File: src/cod_pkg.sv
// Package for the clock output mode and delay configuration block.
// Assumes a single 25 MHz clock domain and an AXI4-Lite register master.
//
// Function
// - Each output follows its function select: clock, SYSREF, or request passthrough.
// - Function select 3 gives pulsed SYSREF bursts on SYSREF requests, not continuous SYSREF.
// - Request accept enable 0 makes an output ignore request pulses and run freely; passthrough still follows the request level.
// - Coarse delay counts in half VCO periods per code.
// - A delay code equal to the divide ratio shifts by half the output period.
// - Fault status is high when any masked flag (bits 5, 3, 1) asserts.
// - Pulsed SYSREF gives two to the pulse count exponent pulses per SYSREF request.
// - Request type select: 0 means synchronisation, 1 means SYSREF request.

`default_nettype none

package cod_pkg;

  // ---------------------------------------------------------------------------
  // Sizes
  // ---------------------------------------------------------------------------
  localparam int NUM_OUT  = 11;
  localparam int DIV_W    = 12;
  localparam int DEL_W    = 12;
  localparam int CNT_W    = 13;

  // ---------------------------------------------------------------------------
  // Register word indices (byte address is four times the index)
  // ---------------------------------------------------------------------------
  localparam logic [7:0] IDX_MASK   = 8'h01;
  localparam logic [7:0] IDX_PWR    = 8'h02;
  localparam logic [7:0] IDX_PDA    = 8'h03;
  localparam logic [7:0] IDX_PDB    = 8'h04;
  localparam logic [7:0] IDX_PDC    = 8'h05;
  localparam logic [7:0] IDX_GLOB   = 8'h06;
  localparam logic [7:0] IDX_FLAGS  = 8'h07;
  localparam logic [7:0] IDX_IRQST  = 8'h08;
  localparam logic [7:0] IDX_IRQMSK = 8'h09;
  localparam logic [7:0] IDX_OUT0   = 8'h10;
  localparam logic [7:0] IDX_DIV0   = 8'h20;
  localparam logic [7:0] IDX_DEL0   = 8'h30;

  // ---------------------------------------------------------------------------
  // Field positions
  // ---------------------------------------------------------------------------
  localparam int MASK_LOCK_BIT = 5;
  localparam int MASK_VCO_BIT  = 3;
  localparam int MASK_REF_BIT  = 1;
  localparam int GLOB_SRQ_BIT  = 0;
  localparam int GLOB_MD_BIT   = 1;
  localparam int GLOB_PAR_BIT  = 2;
  localparam int GLOB_RAO_BIT  = 3;
  localparam int GLOB_CT_LSB   = 4;
  localparam int IRQ_SYNC_BIT  = 0;
  localparam int IRQ_SREQ_BIT  = 1;
  localparam int IRQ_FLT_BIT   = 2;

  // ---------------------------------------------------------------------------
  // Reset values and function codes
  // ---------------------------------------------------------------------------
  localparam logic [7:0]  RST_BYTE = 8'h00;
  localparam logic [DIV_W-1:0] RST_DIV = 12'h001;
  localparam logic [1:0]  FN_CLOCK  = 2'h0;
  localparam logic [1:0]  FN_SYSREF = 2'h1;
  localparam logic [1:0]  FN_PASS   = 2'h2;
  localparam logic [1:0]  FN_PULSED = 2'h3;
  localparam logic [1:0]  RESP_OK     = 2'h0;
  localparam logic [1:0]  RESP_SLVERR = 2'h2;

  // Per-output configuration carried to the channel.
  typedef struct packed {
    logic [1:0]       output_function_select;
    logic             request_accept_enable;
    logic [1:0]       output_power_level;
    logic [DIV_W-1:0] output_divide_ratio;
    logic [DEL_W-1:0] coarse_delay_code;
  } cod_cfg_t;

  // Global request controls shared by all channels.
  typedef struct packed {
    logic       sync_pulse;
    logic       sysref_pulse;
    logic       pass_level;
    logic [2:0] pulse_count_exponent;
  } cod_req_t;

endpackage : cod_pkg

`default_nettype wire

File: src/cod_sync3.sv
// Three-stage input synchroniser with agreement filter.
// Assumes the input is asynchronous to aclk.

`timescale 1ns/10ps
`default_nettype none

module cod_sync3
(
  input  wire logic aclk,
  input  wire logic aresetn,
  input  wire logic din,
  output var  logic dout
);

  logic s1_r;
  logic s2_r;
  logic s3_r;

  // ---------------------------------------------------------------------------
  // Chain
  // ---------------------------------------------------------------------------
  // The first stage feeds only the second; a change counts once stages agree.
  always_ff @(posedge aclk)
  begin
    if (!aresetn)
    begin
      s1_r <= 1'b0;
      s2_r <= 1'b0;
      s3_r <= 1'b0;
      dout <= 1'b0;
    end
    else
    begin
      s1_r <= din;
      s2_r <= s1_r;
      s3_r <= s2_r;
      if (s2_r == s3_r)
        dout <= s3_r;
    end
  end

endmodule : cod_sync3

`default_nettype wire

File: src/cod_channel.sv
// One output channel: divider, coarse delay and function select.
// Assumes one aclk enable per half VCO cycle (vco_half_en) from the top.

`timescale 1ns/10ps
`default_nettype none

module cod_channel
(
  input  wire logic             aclk,
  input  wire logic             aresetn,
  input  wire logic             vco_half_en,
  input  wire cod_pkg::cod_cfg_t cfg,
  input  wire cod_pkg::cod_req_t req,
  output var  logic             clk_out,
  output var  logic             busy
);

  typedef enum logic [1:0] {CH_RUN, CH_WAIT, CH_BURST} cod_ch_state_t;

  cod_ch_state_t                     st_r;
  logic [cod_pkg::DEL_W-1:0]         dly_r;
  logic [cod_pkg::DIV_W-1:0]         ph_r;
  logic                              div_r;
  logic [cod_pkg::CNT_W-1:0]         edges_r;
  logic                              bursting_r;

  // Request decode; a disabled channel ignores sync and SYSREF pulses, but passthrough still follows pass_level.
  wire accept    = cfg.request_accept_enable;
  wire sync_hit  = accept && req.sync_pulse;
  wire is_pulsed = (cfg.output_function_select == cod_pkg::FN_PULSED);
  wire sref_hit  = accept && req.sysref_pulse && is_pulsed;
  wire [cod_pkg::DIV_W-1:0] last_ph = cfg.output_divide_ratio - 12'h001;
  // Two edges per pulse, so 2^exp pulses need 2^(exp+1) half-period edges.
  wire [cod_pkg::CNT_W-1:0] burst_edges = 13'h0002 << req.pulse_count_exponent;
  wire ratio_ok  = (cfg.output_divide_ratio != 12'h000);

  // ---------------------------------------------------------------------------
  // Divider and delay sequencer
  // ---------------------------------------------------------------------------
  // The divider toggles every output_divide_ratio half VCO cycles, so a delay
  // equal to the ratio lands exactly half an output period later.
  always_ff @(posedge aclk)
  begin
    if (!aresetn)
    begin
      st_r       <= CH_RUN;
      dly_r      <= '0;
      ph_r       <= '0;
      div_r      <= 1'b0;
      edges_r    <= '0;
      bursting_r <= 1'b0;
    end
    else if (sync_hit || sref_hit)
    begin
      st_r       <= CH_WAIT;
      dly_r      <= cfg.coarse_delay_code;
      ph_r       <= '0;
      div_r      <= 1'b0;
      bursting_r <= sref_hit;
      edges_r    <= burst_edges;
    end
    else if (vco_half_en)
    begin
      unique case (st_r)
        CH_WAIT:
        begin
          if (dly_r == '0)
            st_r <= bursting_r ? CH_BURST : CH_RUN;
          else
            dly_r <= dly_r - 12'h001;
        end
        CH_RUN, CH_BURST:
        begin
          if (ratio_ok && ph_r >= last_ph)
          begin
            ph_r  <= '0;
            div_r <= ~div_r;
            if (st_r == CH_BURST)
            begin
              edges_r <= edges_r - 13'h0001;
              if (edges_r == 13'h0001)
                st_r <= CH_RUN;
            end
          end
          else
            ph_r <= ph_r + 12'h001;
        end
        default: st_r <= CH_RUN;
      endcase
    end
  end

  // ---------------------------------------------------------------------------
  // Output function select
  // ---------------------------------------------------------------------------
  // Output moves only on half-VCO steps, so a restart or rewrite leaves no runt.
  wire muted = (cfg.output_power_level == 2'h3);
  logic sel;
  always_comb
  begin
    unique case (cfg.output_function_select)
      cod_pkg::FN_CLOCK:  sel = div_r;
      cod_pkg::FN_SYSREF: sel = div_r;
      cod_pkg::FN_PASS:   sel = req.pass_level;
      cod_pkg::FN_PULSED: sel = (st_r == CH_BURST) && div_r;
    endcase
  end

  always_ff @(posedge aclk)
  begin
    if (!aresetn)
    begin
      clk_out <= 1'b0;
      busy    <= 1'b0;
    end
    else
    begin
      if (vco_half_en)
        clk_out <= sel && !muted;
      busy    <= (st_r != CH_RUN);
    end
  end

endmodule : cod_channel

`default_nettype wire

File: src/cod_top.sv
// Top of the clock output mode and delay configuration block.
// Assumes an AXI4-Lite master, asynchronous request and flag pins, and a
// half-VCO-cycle enable modelled by a divider of aclk.
//
// Register access over AXI4-Lite was left to the implementer.

`timescale 1ns/10ps
`default_nettype none

module cod_top
(
  input  wire logic                    aclk,
  input  wire logic                    aresetn,
  input  wire logic [7:0]              s_axi_awaddr,
  input  wire logic                    s_axi_awvalid,
  output var  logic                    s_axi_awready,
  input  wire logic [31:0]             s_axi_wdata,
  input  wire logic [3:0]              s_axi_wstrb,
  input  wire logic                    s_axi_wvalid,
  output var  logic                    s_axi_wready,
  output var  logic [1:0]              s_axi_bresp,
  output var  logic                    s_axi_bvalid,
  input  wire logic                    s_axi_bready,
  input  wire logic [7:0]              s_axi_araddr,
  input  wire logic                    s_axi_arvalid,
  output var  logic                    s_axi_arready,
  output var  logic [31:0]             s_axi_rdata,
  output var  logic [1:0]              s_axi_rresp,
  output var  logic                    s_axi_rvalid,
  input  wire logic                    s_axi_rready,
  input  wire logic                    sync_request_input,
  input  wire logic                    lock_flag_in,
  input  wire logic                    vco_present_flag_in,
  input  wire logic                    reference_present_flag_in,
  output var  logic [cod_pkg::NUM_OUT-1:0] clk_outs,
  output var  logic                    fault_status,
  output var  logic                    irq
);

  // ---------------------------------------------------------------------------
  // Registers
  // ---------------------------------------------------------------------------
  logic [7:0]                 mask_r;
  logic [7:0]                 pwr_r;
  logic [7:0]                 pda_r;
  logic [7:0]                 pdb_r;
  logic [7:0]                 pdc_r;
  logic [7:0]                 glob_r;
  logic [2:0]                 irq_st_r;
  logic [2:0]                 irq_msk_r;
  logic [3:0]                 mode_r [cod_pkg::NUM_OUT];
  logic [cod_pkg::DIV_W-1:0]  div_r  [cod_pkg::NUM_OUT];
  logic [cod_pkg::DEL_W-1:0]  del_r  [cod_pkg::NUM_OUT];
  logic [7:0]                 aw_r;
  logic                       aw_ok_r;
  logic [31:0]                wd_r;
  logic                       wd_ok_r;
  logic                       req_prev_r;
  logic                       vco_half_r;

  logic                       pin_req;
  logic                       lock_s;
  logic                       vco_s;
  logic                       ref_s;
  logic [cod_pkg::NUM_OUT-1:0] busy;
  logic [cod_pkg::NUM_OUT-1:0] ch_out;

  // ---------------------------------------------------------------------------
  // Input synchronisers
  // ---------------------------------------------------------------------------
  cod_sync3 u_sync_req (.aclk(aclk), .aresetn(aresetn), .din(sync_request_input), .dout(pin_req));
  cod_sync3 u_sync_lck (.aclk(aclk), .aresetn(aresetn), .din(lock_flag_in), .dout(lock_s));
  cod_sync3 u_sync_vco (.aclk(aclk), .aresetn(aresetn), .din(vco_present_flag_in), .dout(vco_s));
  cod_sync3 u_sync_ref (.aclk(aclk), .aresetn(aresetn), .din(reference_present_flag_in), .dout(ref_s));

  // ---------------------------------------------------------------------------
  // Request decode
  // ---------------------------------------------------------------------------
  // Pin and soft request are ORed; the rising edge makes the pulses, the level drives passthrough.
  wire req_level = pin_req | glob_r[cod_pkg::GLOB_SRQ_BIT];
  wire req_rise  = req_level && !req_prev_r;
  wire md        = glob_r[cod_pkg::GLOB_MD_BIT];
  cod_pkg::cod_req_t req;
  assign req.sync_pulse           = req_rise && !md;
  assign req.sysref_pulse         = req_rise && md;
  assign req.pass_level           = req_level;
  assign req.pulse_count_exponent = glob_r[cod_pkg::GLOB_CT_LSB +: 3];

  // Soft request held by software; its edge makes the pulses and its level drives passthrough.
  always_ff @(posedge aclk)
  begin
    if (!aresetn)
    begin
      req_prev_r <= 1'b0;
      vco_half_r <= 1'b0;
    end
    else
    begin
      req_prev_r <= req_level;
      vco_half_r <= ~vco_half_r;  // Half VCO step modelled at half aclk rate.
    end
  end

  // ---------------------------------------------------------------------------
  // Channels
  // ---------------------------------------------------------------------------
  // Power levels pack two bits per output over the three power-down bytes.
  wire [23:0] pd_all = {pdc_r, pdb_r, pda_r};
  genvar g;
  generate
    for (g = 0; g < cod_pkg::NUM_OUT; g++)
    begin : g_ch
      cod_pkg::cod_cfg_t cfg;
      assign cfg.output_function_select = mode_r[g][1:0];
      assign cfg.request_accept_enable  = mode_r[g][2];
      assign cfg.output_power_level     = pd_all[2*g +: 2];
      assign cfg.output_divide_ratio    = div_r[g];
      assign cfg.coarse_delay_code      = del_r[g];
      cod_channel u_ch
      (
        .aclk        (aclk),
        .aresetn     (aresetn),
        .vco_half_en (vco_half_r),
        .cfg         (cfg),
        .req         (req),
        .clk_out     (ch_out[g]),
        .busy        (busy[g])
      );
    end
  endgenerate

  // ---------------------------------------------------------------------------
  // Fault and interrupt
  // ---------------------------------------------------------------------------
  wire fault_nxt = (mask_r[cod_pkg::MASK_LOCK_BIT] && lock_s)
                 | (mask_r[cod_pkg::MASK_VCO_BIT]  && vco_s)
                 | (mask_r[cod_pkg::MASK_REF_BIT]  && ref_s);
  wire [2:0] irq_ev = {fault_nxt && !fault_status, req.sysref_pulse, req.sync_pulse};

  // ---------------------------------------------------------------------------
  // AXI4-Lite decode
  // ---------------------------------------------------------------------------
  wire        wr_go   = aw_ok_r && wd_ok_r && !s_axi_bvalid;
  wire [5:0]  wi      = aw_r[7:2];
  wire [5:0]  ri      = s_axi_araddr[7:2];
  wire [3:0]  wsub    = wi[3:0];
  wire [3:0]  rsub    = ri[3:0];
  wire        w_out   = (wi[5:4] != 2'h0) && (wsub < 4'd11);
  wire        r_out   = (ri[5:4] != 2'h0) && (rsub < 4'd11);
  wire        w_ctl   = (wi[5:4] == 2'h0) && (wi >= 6'(cod_pkg::IDX_MASK)) && (wi <= 6'(cod_pkg::IDX_IRQMSK));
  wire        r_ctl   = (ri[5:4] == 2'h0) && (ri >= 6'(cod_pkg::IDX_MASK)) && (ri <= 6'(cod_pkg::IDX_IRQMSK));
  wire        w_hit   = w_out || w_ctl;
  wire        r_hit   = r_out || r_ctl;
  wire [3:0]  rsel    = (rsub < 4'd11) ? rsub : 4'h0;

  logic [31:0] rd_mux;
  always_comb
  begin
    rd_mux = 32'h0000_0000;
    unique case (ri[5:4])
      2'h1: rd_mux = {27'h0, busy[rsel], mode_r[rsel]};
      2'h2: rd_mux = {20'h0, div_r[rsel]};
      2'h3: rd_mux = {20'h0, del_r[rsel]};
      2'h0:
        unique case (ri)
          6'(cod_pkg::IDX_MASK):   rd_mux = {24'h0, mask_r};
          6'(cod_pkg::IDX_PWR):    rd_mux = {24'h0, pwr_r};
          6'(cod_pkg::IDX_PDA):    rd_mux = {24'h0, pda_r};
          6'(cod_pkg::IDX_PDB):    rd_mux = {24'h0, pdb_r};
          6'(cod_pkg::IDX_PDC):    rd_mux = {24'h0, pdc_r};
          6'(cod_pkg::IDX_GLOB):   rd_mux = {24'h0, glob_r};
          6'(cod_pkg::IDX_FLAGS):  rd_mux = {29'h0, lock_s, vco_s, ref_s};
          6'(cod_pkg::IDX_IRQST):  rd_mux = {29'h0, irq_st_r};
          6'(cod_pkg::IDX_IRQMSK): rd_mux = {29'h0, irq_msk_r};
          default:                 rd_mux = 32'h0000_0000;
        endcase
    endcase
  end

  // Address and data channels are latched independently, in either order.
  always_ff @(posedge aclk)
  begin
    if (!aresetn)
    begin
      aw_ok_r <= 1'b0;
      wd_ok_r <= 1'b0;
      aw_r    <= 8'h00;
      wd_r    <= 32'h0000_0000;
    end
    else
    begin
      if (s_axi_awvalid && s_axi_awready)
      begin
        aw_ok_r <= 1'b1;
        aw_r    <= s_axi_awaddr;
      end
      if (s_axi_wvalid && s_axi_wready)
      begin
        wd_ok_r <= 1'b1;
        wd_r    <= s_axi_wdata;
      end
      if (wr_go)
      begin
        aw_ok_r <= 1'b0;
        wd_ok_r <= 1'b0;
      end
    end
  end

  // Handshake outputs, one transaction of each kind at a time.
  always_ff @(posedge aclk)
  begin
    if (!aresetn)
    begin
      s_axi_awready <= 1'b0;
      s_axi_wready  <= 1'b0;
      s_axi_bvalid  <= 1'b0;
      s_axi_bresp   <= cod_pkg::RESP_OK;
      s_axi_arready <= 1'b0;
      s_axi_rvalid  <= 1'b0;
      s_axi_rresp   <= cod_pkg::RESP_OK;
      s_axi_rdata   <= 32'h0000_0000;
    end
    else
    begin
      s_axi_awready <= !aw_ok_r && !(s_axi_awvalid && s_axi_awready) && !s_axi_bvalid;
      s_axi_wready  <= !wd_ok_r && !(s_axi_wvalid && s_axi_wready) && !s_axi_bvalid;
      if (wr_go)
      begin
        s_axi_bvalid <= 1'b1;
        s_axi_bresp  <= w_hit ? cod_pkg::RESP_OK : cod_pkg::RESP_SLVERR;
      end
      else if (s_axi_bready)
        s_axi_bvalid <= 1'b0;
      s_axi_arready <= !s_axi_arready && !s_axi_rvalid && s_axi_arvalid;
      if (s_axi_arvalid && s_axi_arready)
      begin
        s_axi_rvalid <= 1'b1;
        s_axi_rdata  <= r_hit ? rd_mux : '0;
        s_axi_rresp  <= r_hit ? cod_pkg::RESP_OK : cod_pkg::RESP_SLVERR;
      end
      else if (s_axi_rready)
        s_axi_rvalid <= 1'b0;
    end
  end

  // ---------------------------------------------------------------------------
  // Register writes
  // ---------------------------------------------------------------------------
  // Byte lane 0 carries the 8-bit registers; lanes 0 and 1 the 12-bit ones.
  logic s_axi_wstrb_q0;
  logic s_axi_wstrb_q1;
  wire wr_b0 = wr_go && s_axi_wstrb_q0;
  always_ff @(posedge aclk)
  begin
    if (!aresetn)
    begin
      s_axi_wstrb_q0 <= 1'b0;
      s_axi_wstrb_q1 <= 1'b0;
    end
    else if (s_axi_wvalid && s_axi_wready)
    begin
      s_axi_wstrb_q0 <= s_axi_wstrb[0];
      s_axi_wstrb_q1 <= s_axi_wstrb[1];
    end
  end

  // Software is expected to zero power, power-down and sync option bytes.
  always_ff @(posedge aclk)
  begin
    if (!aresetn)
    begin
      mask_r    <= cod_pkg::RST_BYTE;
      pwr_r     <= cod_pkg::RST_BYTE;
      pda_r     <= cod_pkg::RST_BYTE;
      pdb_r     <= cod_pkg::RST_BYTE;
      pdc_r     <= cod_pkg::RST_BYTE;
      glob_r    <= cod_pkg::RST_BYTE;
      irq_msk_r <= 3'h0;
    end
    else if (wr_b0 && w_ctl)
    begin
      unique case (wi)
        6'(cod_pkg::IDX_MASK):   mask_r    <= wd_r[7:0];
        6'(cod_pkg::IDX_PWR):    pwr_r     <= wd_r[7:0];
        6'(cod_pkg::IDX_PDA):    pda_r     <= wd_r[7:0];
        6'(cod_pkg::IDX_PDB):    pdb_r     <= wd_r[7:0];
        6'(cod_pkg::IDX_PDC):    pdc_r     <= wd_r[7:0];
        6'(cod_pkg::IDX_GLOB):   glob_r    <= wd_r[7:0];
        6'(cod_pkg::IDX_IRQMSK): irq_msk_r <= wd_r[2:0];
        default:                 mask_r    <= mask_r;
      endcase
    end
  end

  // Per-output tables; one generate entry per output.
  generate
    for (g = 0; g < cod_pkg::NUM_OUT; g++)
    begin : g_reg
      wire sel = wr_go && w_out && (wsub == 4'(g));
      always_ff @(posedge aclk)
      begin
        if (!aresetn)
        begin
          mode_r[g] <= 4'h4;
          div_r[g]  <= cod_pkg::RST_DIV;
          del_r[g]  <= '0;
        end
        else if (sel)
        begin
          if (wi[5:4] == 2'h1 && s_axi_wstrb_q0)
            mode_r[g] <= wd_r[3:0];
          if (wi[5:4] == 2'h2 && s_axi_wstrb_q0 && s_axi_wstrb_q1)
            div_r[g] <= wd_r[11:0];
          if (wi[5:4] == 2'h3 && s_axi_wstrb_q0 && s_axi_wstrb_q1)
            del_r[g] <= wd_r[11:0];
        end
      end
    end
  endgenerate

  // ---------------------------------------------------------------------------
  // Sticky status, fault pin and outputs
  // ---------------------------------------------------------------------------
  // Set wins over a write-one clear arriving in the same cycle.
  wire clr_st = wr_b0 && w_ctl && (wi == 6'(cod_pkg::IDX_IRQST));
  always_ff @(posedge aclk)
  begin
    if (!aresetn)
    begin
      irq_st_r     <= 3'h0;
      fault_status <= 1'b0;
      irq          <= 1'b0;
      clk_outs     <= '0;
    end
    else
    begin
      irq_st_r     <= (irq_st_r & ~(clr_st ? wd_r[2:0] : 3'h0)) | irq_ev;
      fault_status <= fault_nxt;
      irq          <= |(irq_st_r & irq_msk_r);
      clk_outs     <= ch_out;
    end
  end

endmodule : cod_top

`default_nettype wire

File: config.mk
export PLATFORM = sky130hd
export DESIGN_NAME = cod_top
export DESIGN_NICKNAME = d
export VERILOG_FILES = /design/src/cod_pkg.sv /design/src/cod_sync3.sv /design/src/cod_channel.sv /design/src/cod_top.sv
export SDC_FILE = /design/constraint.sdc
export NUM_CORES = 2
export LEC_CHECK = 0
export BUFFER_PORTS_ARGS = -buffer_cell sky130_fd_sc_hd__buf_2
export CAP_MARGIN = 20
export CORE_ASPECT_RATIO = 1.75
export CORE_MARGIN = 2
export CORE_UTILIZATION = 63
export DETAILED_ROUTE_END_ITERATION = 10
export PLACE_DENSITY = 0.8
export REMOVE_ABC_BUFFERS = 1
export SYNTH_ARGS = -nofsm -noshare
export SYNTH_HDL_FRONTEND = slang
export SYNTH_HIERARCHICAL = 1
export SYNTH_SLANG_ARGS = --single-unit
File: constraint.sdc
create_clock -name aclk -period 4.6 [get_ports aclk]
set_input_delay 0.46 -clock aclk [delete_from_list [all_inputs] [get_ports aclk]]
set_output_delay 0.46 -clock aclk [all_outputs]
set_load 0.005 [all_outputs]
==> results.md <==
* Crit path max-delay family: simple AND/OR/NAND/NOR gates
* Final instance area at around 53,000 µm²
* Final min period at about 3.8 ns
* Routability cong. at 1.05
* Final WL at 153 mm
* DR vias at 41,000
* Initial antenna violation count at 7
* Min-Delay Path Depth at 3
* Cell Area, Placed at 49,900 µm²
* Critical path launch point type: register
* I/O pin count at 117
* Netlist Area Pre-Place at 48,800 µm²
* RSZ-0062 raised after global routing: false
* Worst-path cell with the longest stage delay: edfxtp_1
* Synth Flop Type: dfxtp_1
* DRC viols at 0
* Hold_sp: s_axi_awaddr[3]
* Tot GR Track Use at 37.7%
* Most frequent cells after synthesis: dfxtp_1, nor2_1, nand2_1
* CP required at 5.21 ns
* Max clock buf depth at 3
* Buf+Inv Stages, Crit Path at 1
* Setup Skew at 0.0402 ns
* Arr. time, crit path at 4.45 ns
* Port bufs at 68
* Tcrit/Tclk final at approximately 83%
* Yosys Warn Count at 6
* TritonCTS Sinks at 907
* RR Endpoint: g_ch[10].u_ch/ph_r[8]
* CP Class: register to register
* Reg2reg setup slack at 0.76 ns
* Flops & latches, synth at 907
* Clk root buf: clkbuf_16
* CP Capture Type: register
* Die width at roughly 210 µm
* Sequential share of the synthesized area at 43.5%
* Die Height at 372 µm
* First-pass GRT wire length at 229 mm
* Max Freq at around 0.26 GHz
* Worst Hold Path EP: aw_r[3]
* Final setup TNS at 0 ns
* Rel. slew slack at 8.46%
* Worst r2r src: div_r[10][0]
* Mapped Cells at 5,278
* FP Rows at 135
* Core area at around 77,000 µm²
* Status: complete, no violations
* Area Growth Syn to Fin at 8.63%
* Global route overflow at 0
* Async SR Flop Fraction at 0%
* Final hold violation count at 0
* Final ANT Viol Nets at 0
* Leakage Power at 19.3 nW
* Initial Utilization at 63.4%
* Drt first-iter violations at between 4,000 and 5,000
* Total CTS buffers at 83
* Share of layout cells above drive strength 1 at 9.43%
* Largest net degree at the start of global routing at 126
* Worst-margin pin slew at ~1.4 ns
* Avg Inst Size Synth at 9.25 µm²
* Final #Nets at 5,502
* Max incr delay on CP at 0.50 ns
* Util after Layout at 68.8%
* Min-delay worst type: input pin to register
* Slew Limit Fails at 0
* DRT Pass-1 Iters at 9
* Distinct cells, synth at 105
* Post-synth top area share at about a quarter
* H-tree Lvls at 3
* Clk Latency, worst-skew pair at roughly 0.7 ns
* WP depth at 14
* Area leader, netlist: dfxtp_1
* PD cells at 325 nW/µm²
* Vias/cell at 6.45
* Fillcell total at 6,076
* Die area at 79,800 µm²
* CTS tree: yes
* CTS clk-pin slew, worst paths at ~0.070 ns
* Hpwl dp at 107 mm
* Number of global-route vias before repair at 39,700
* FF-to-FF path depth at 14
* Maxcap violations at 0
* Maximum vdd drop at a little over 0.4 mV
* Most Frequent Cell on Critical Path: nand3_1
* Wire per inst at 24.0 µm
* EDFF count, synth at 308
* Final setup viols at 0
* CP max FO at 13
* Crit path cell chain: or3_1 > nor3_1 > nand2b_1 > nor4_1 > xnor2_1 > ha_1 > nand3_1 > nor2_1 > a221oi_1 > o41ai_2 > buf_4 > nand3_1 > nand3_1 > nor2_1
* Top cells by area, synth: dfxtp_1, edfxtp_1, ha_1
* Count leader, synth: dfxtp_1
==> cells in the final DEF, fill, tap and decap left out, drive strengths merged, types with 31 or more instances in the layout <==
cell type	Yosys	final
nand2	383	383
nand2b	69	69
o21ai	342	342
and2	292	292
a221oi	32	32
xor2	253	253
a21oi	244	244
xnor2	216	216
ha	187	187
inv	144	149
nand4	82	82
mux2i	79	79
nand3	180	180
clkbuf	198	112
buf	120	167
nor2	570	570
a31oi	31	31
mux2	46	46
nor3b	37	37
nor2b	41	41
nor4	43	43
nor3	128	128
o22ai	49	49
dfxtp	599	599
edfxtp	308	308
a211oi	73	73
and3	65	65
or3	53	53
or4	45	45
==> power breakdown <==
part | switching [W] | total, W | leakage, nW | internal [W]
sequential | 0.000245 | 0.00866 | 7.94 | 0.00842
combinational | 0.000785 | 0.00115 | 9.93 | 0.000368
clock | 0.00324 | 0.00742 | 1.40 | 0.00417
total | 0.00427 | 0.0172 | 19.3 | 0.0130
==> repair_timing <==
action | 4_1_cts | 5_1_grt
hold buffers | 19 | 0
setup buffers | 0 | 0
setup endpoints to repair | 0 | 0
resized for setup | 0 | 0
endpoints found under the hold margin | 19 | 0
==> layout make-up <==
type,count,area (µm²),area share [%]
Sequential cell,907,21300,40.1
Inverter,146,548,1.03
Multi-Input combinational cell,3928,25700,48.5
Clock buffer,112,2340,4.41
Tap cell,1027,1280,2.42
Clock inverter,43,533,1.01
Timing Repair Buffer,186,1340,2.53
Antenna cell,11,27.5,0.0519
==> routing by layer <==
layer / part of all wire, % / global-route usage, %
met4: 9.6 / 32.1
met1: 34 / 39.9
met3: 8.8 / 8.02
met5: 0.020 / 0.242
met2: 48 / 64.3
==> sequential cells by signal, summed over array words and instances, names as in the netlist, 11 cells and up <==
signal	count
g_ch.u_ch/busy	11
del_r	132
div_r	132
g_ch.u_ch/ph_r	132
wd_r	12
clk_outs	11
g_ch.u_ch/st_r	22
g_ch.u_ch/div_r	11
mode_r	44
g_ch.u_ch/edges_r	143
s_axi_rdata	12
g_ch.u_ch/dly_r	132
g_ch.u_ch/clk_out	11
g_ch.u_ch/bursting_r	11
==> tightest hold or removal path, delay by kind of cell <==
family	cells	cell delay, ns
compound gates	1	0.06
buf+inv	1	0.09
simple gates	1	0.06
==> logic make-up after synthesis <==
group / synth area share [%]
xor gates and xnor gates: 8.42
muxes: 2.73
and+or+nand+nor: 22.7
buffers and inverters: 4.11
adders and majority gates: 4.79
AOI/OAI and AO/OA: 13.8
DFF: 43.5
other: 0.00768
==> stage by stage <==
stage,worst slack [ns],power (W),hold slack (ns),std cells
finish,0.765,0.0172,0.0264,6360
global route,0.428,0.0176,0.0261,6350
CTS,0.810,0.0172,0.00175,6349
detailed placement,0.839,0.00991,0.445,6175
global placement,0.894,0.00988,0.440,6175
floorplan,0.956,0.00932,0.412,4981
==> worst max path at each step <==
stage                    start                       to  slack [ns]
3_3_place_gp       div_r[9][2]  g_ch[9].u_ch/edges_r[1]        0.89
5_1_grt            div_r[8][0]    g_ch[8].u_ch/ph_r[11]        0.43
6_report          div_r[10][0]    g_ch[10].u_ch/ph_r[8]        0.76
3_5_place_dp      div_r[10][0]    g_ch[10].u_ch/ph_r[8]        0.84
2_1_floorplan  u_sync_req/dout  g_ch[9].u_ch/edges_r[1]        0.96
4_1_cts           div_r[10][0]    g_ch[10].u_ch/ph_r[8]        0.81
Power figures use the tool's default switching activity.
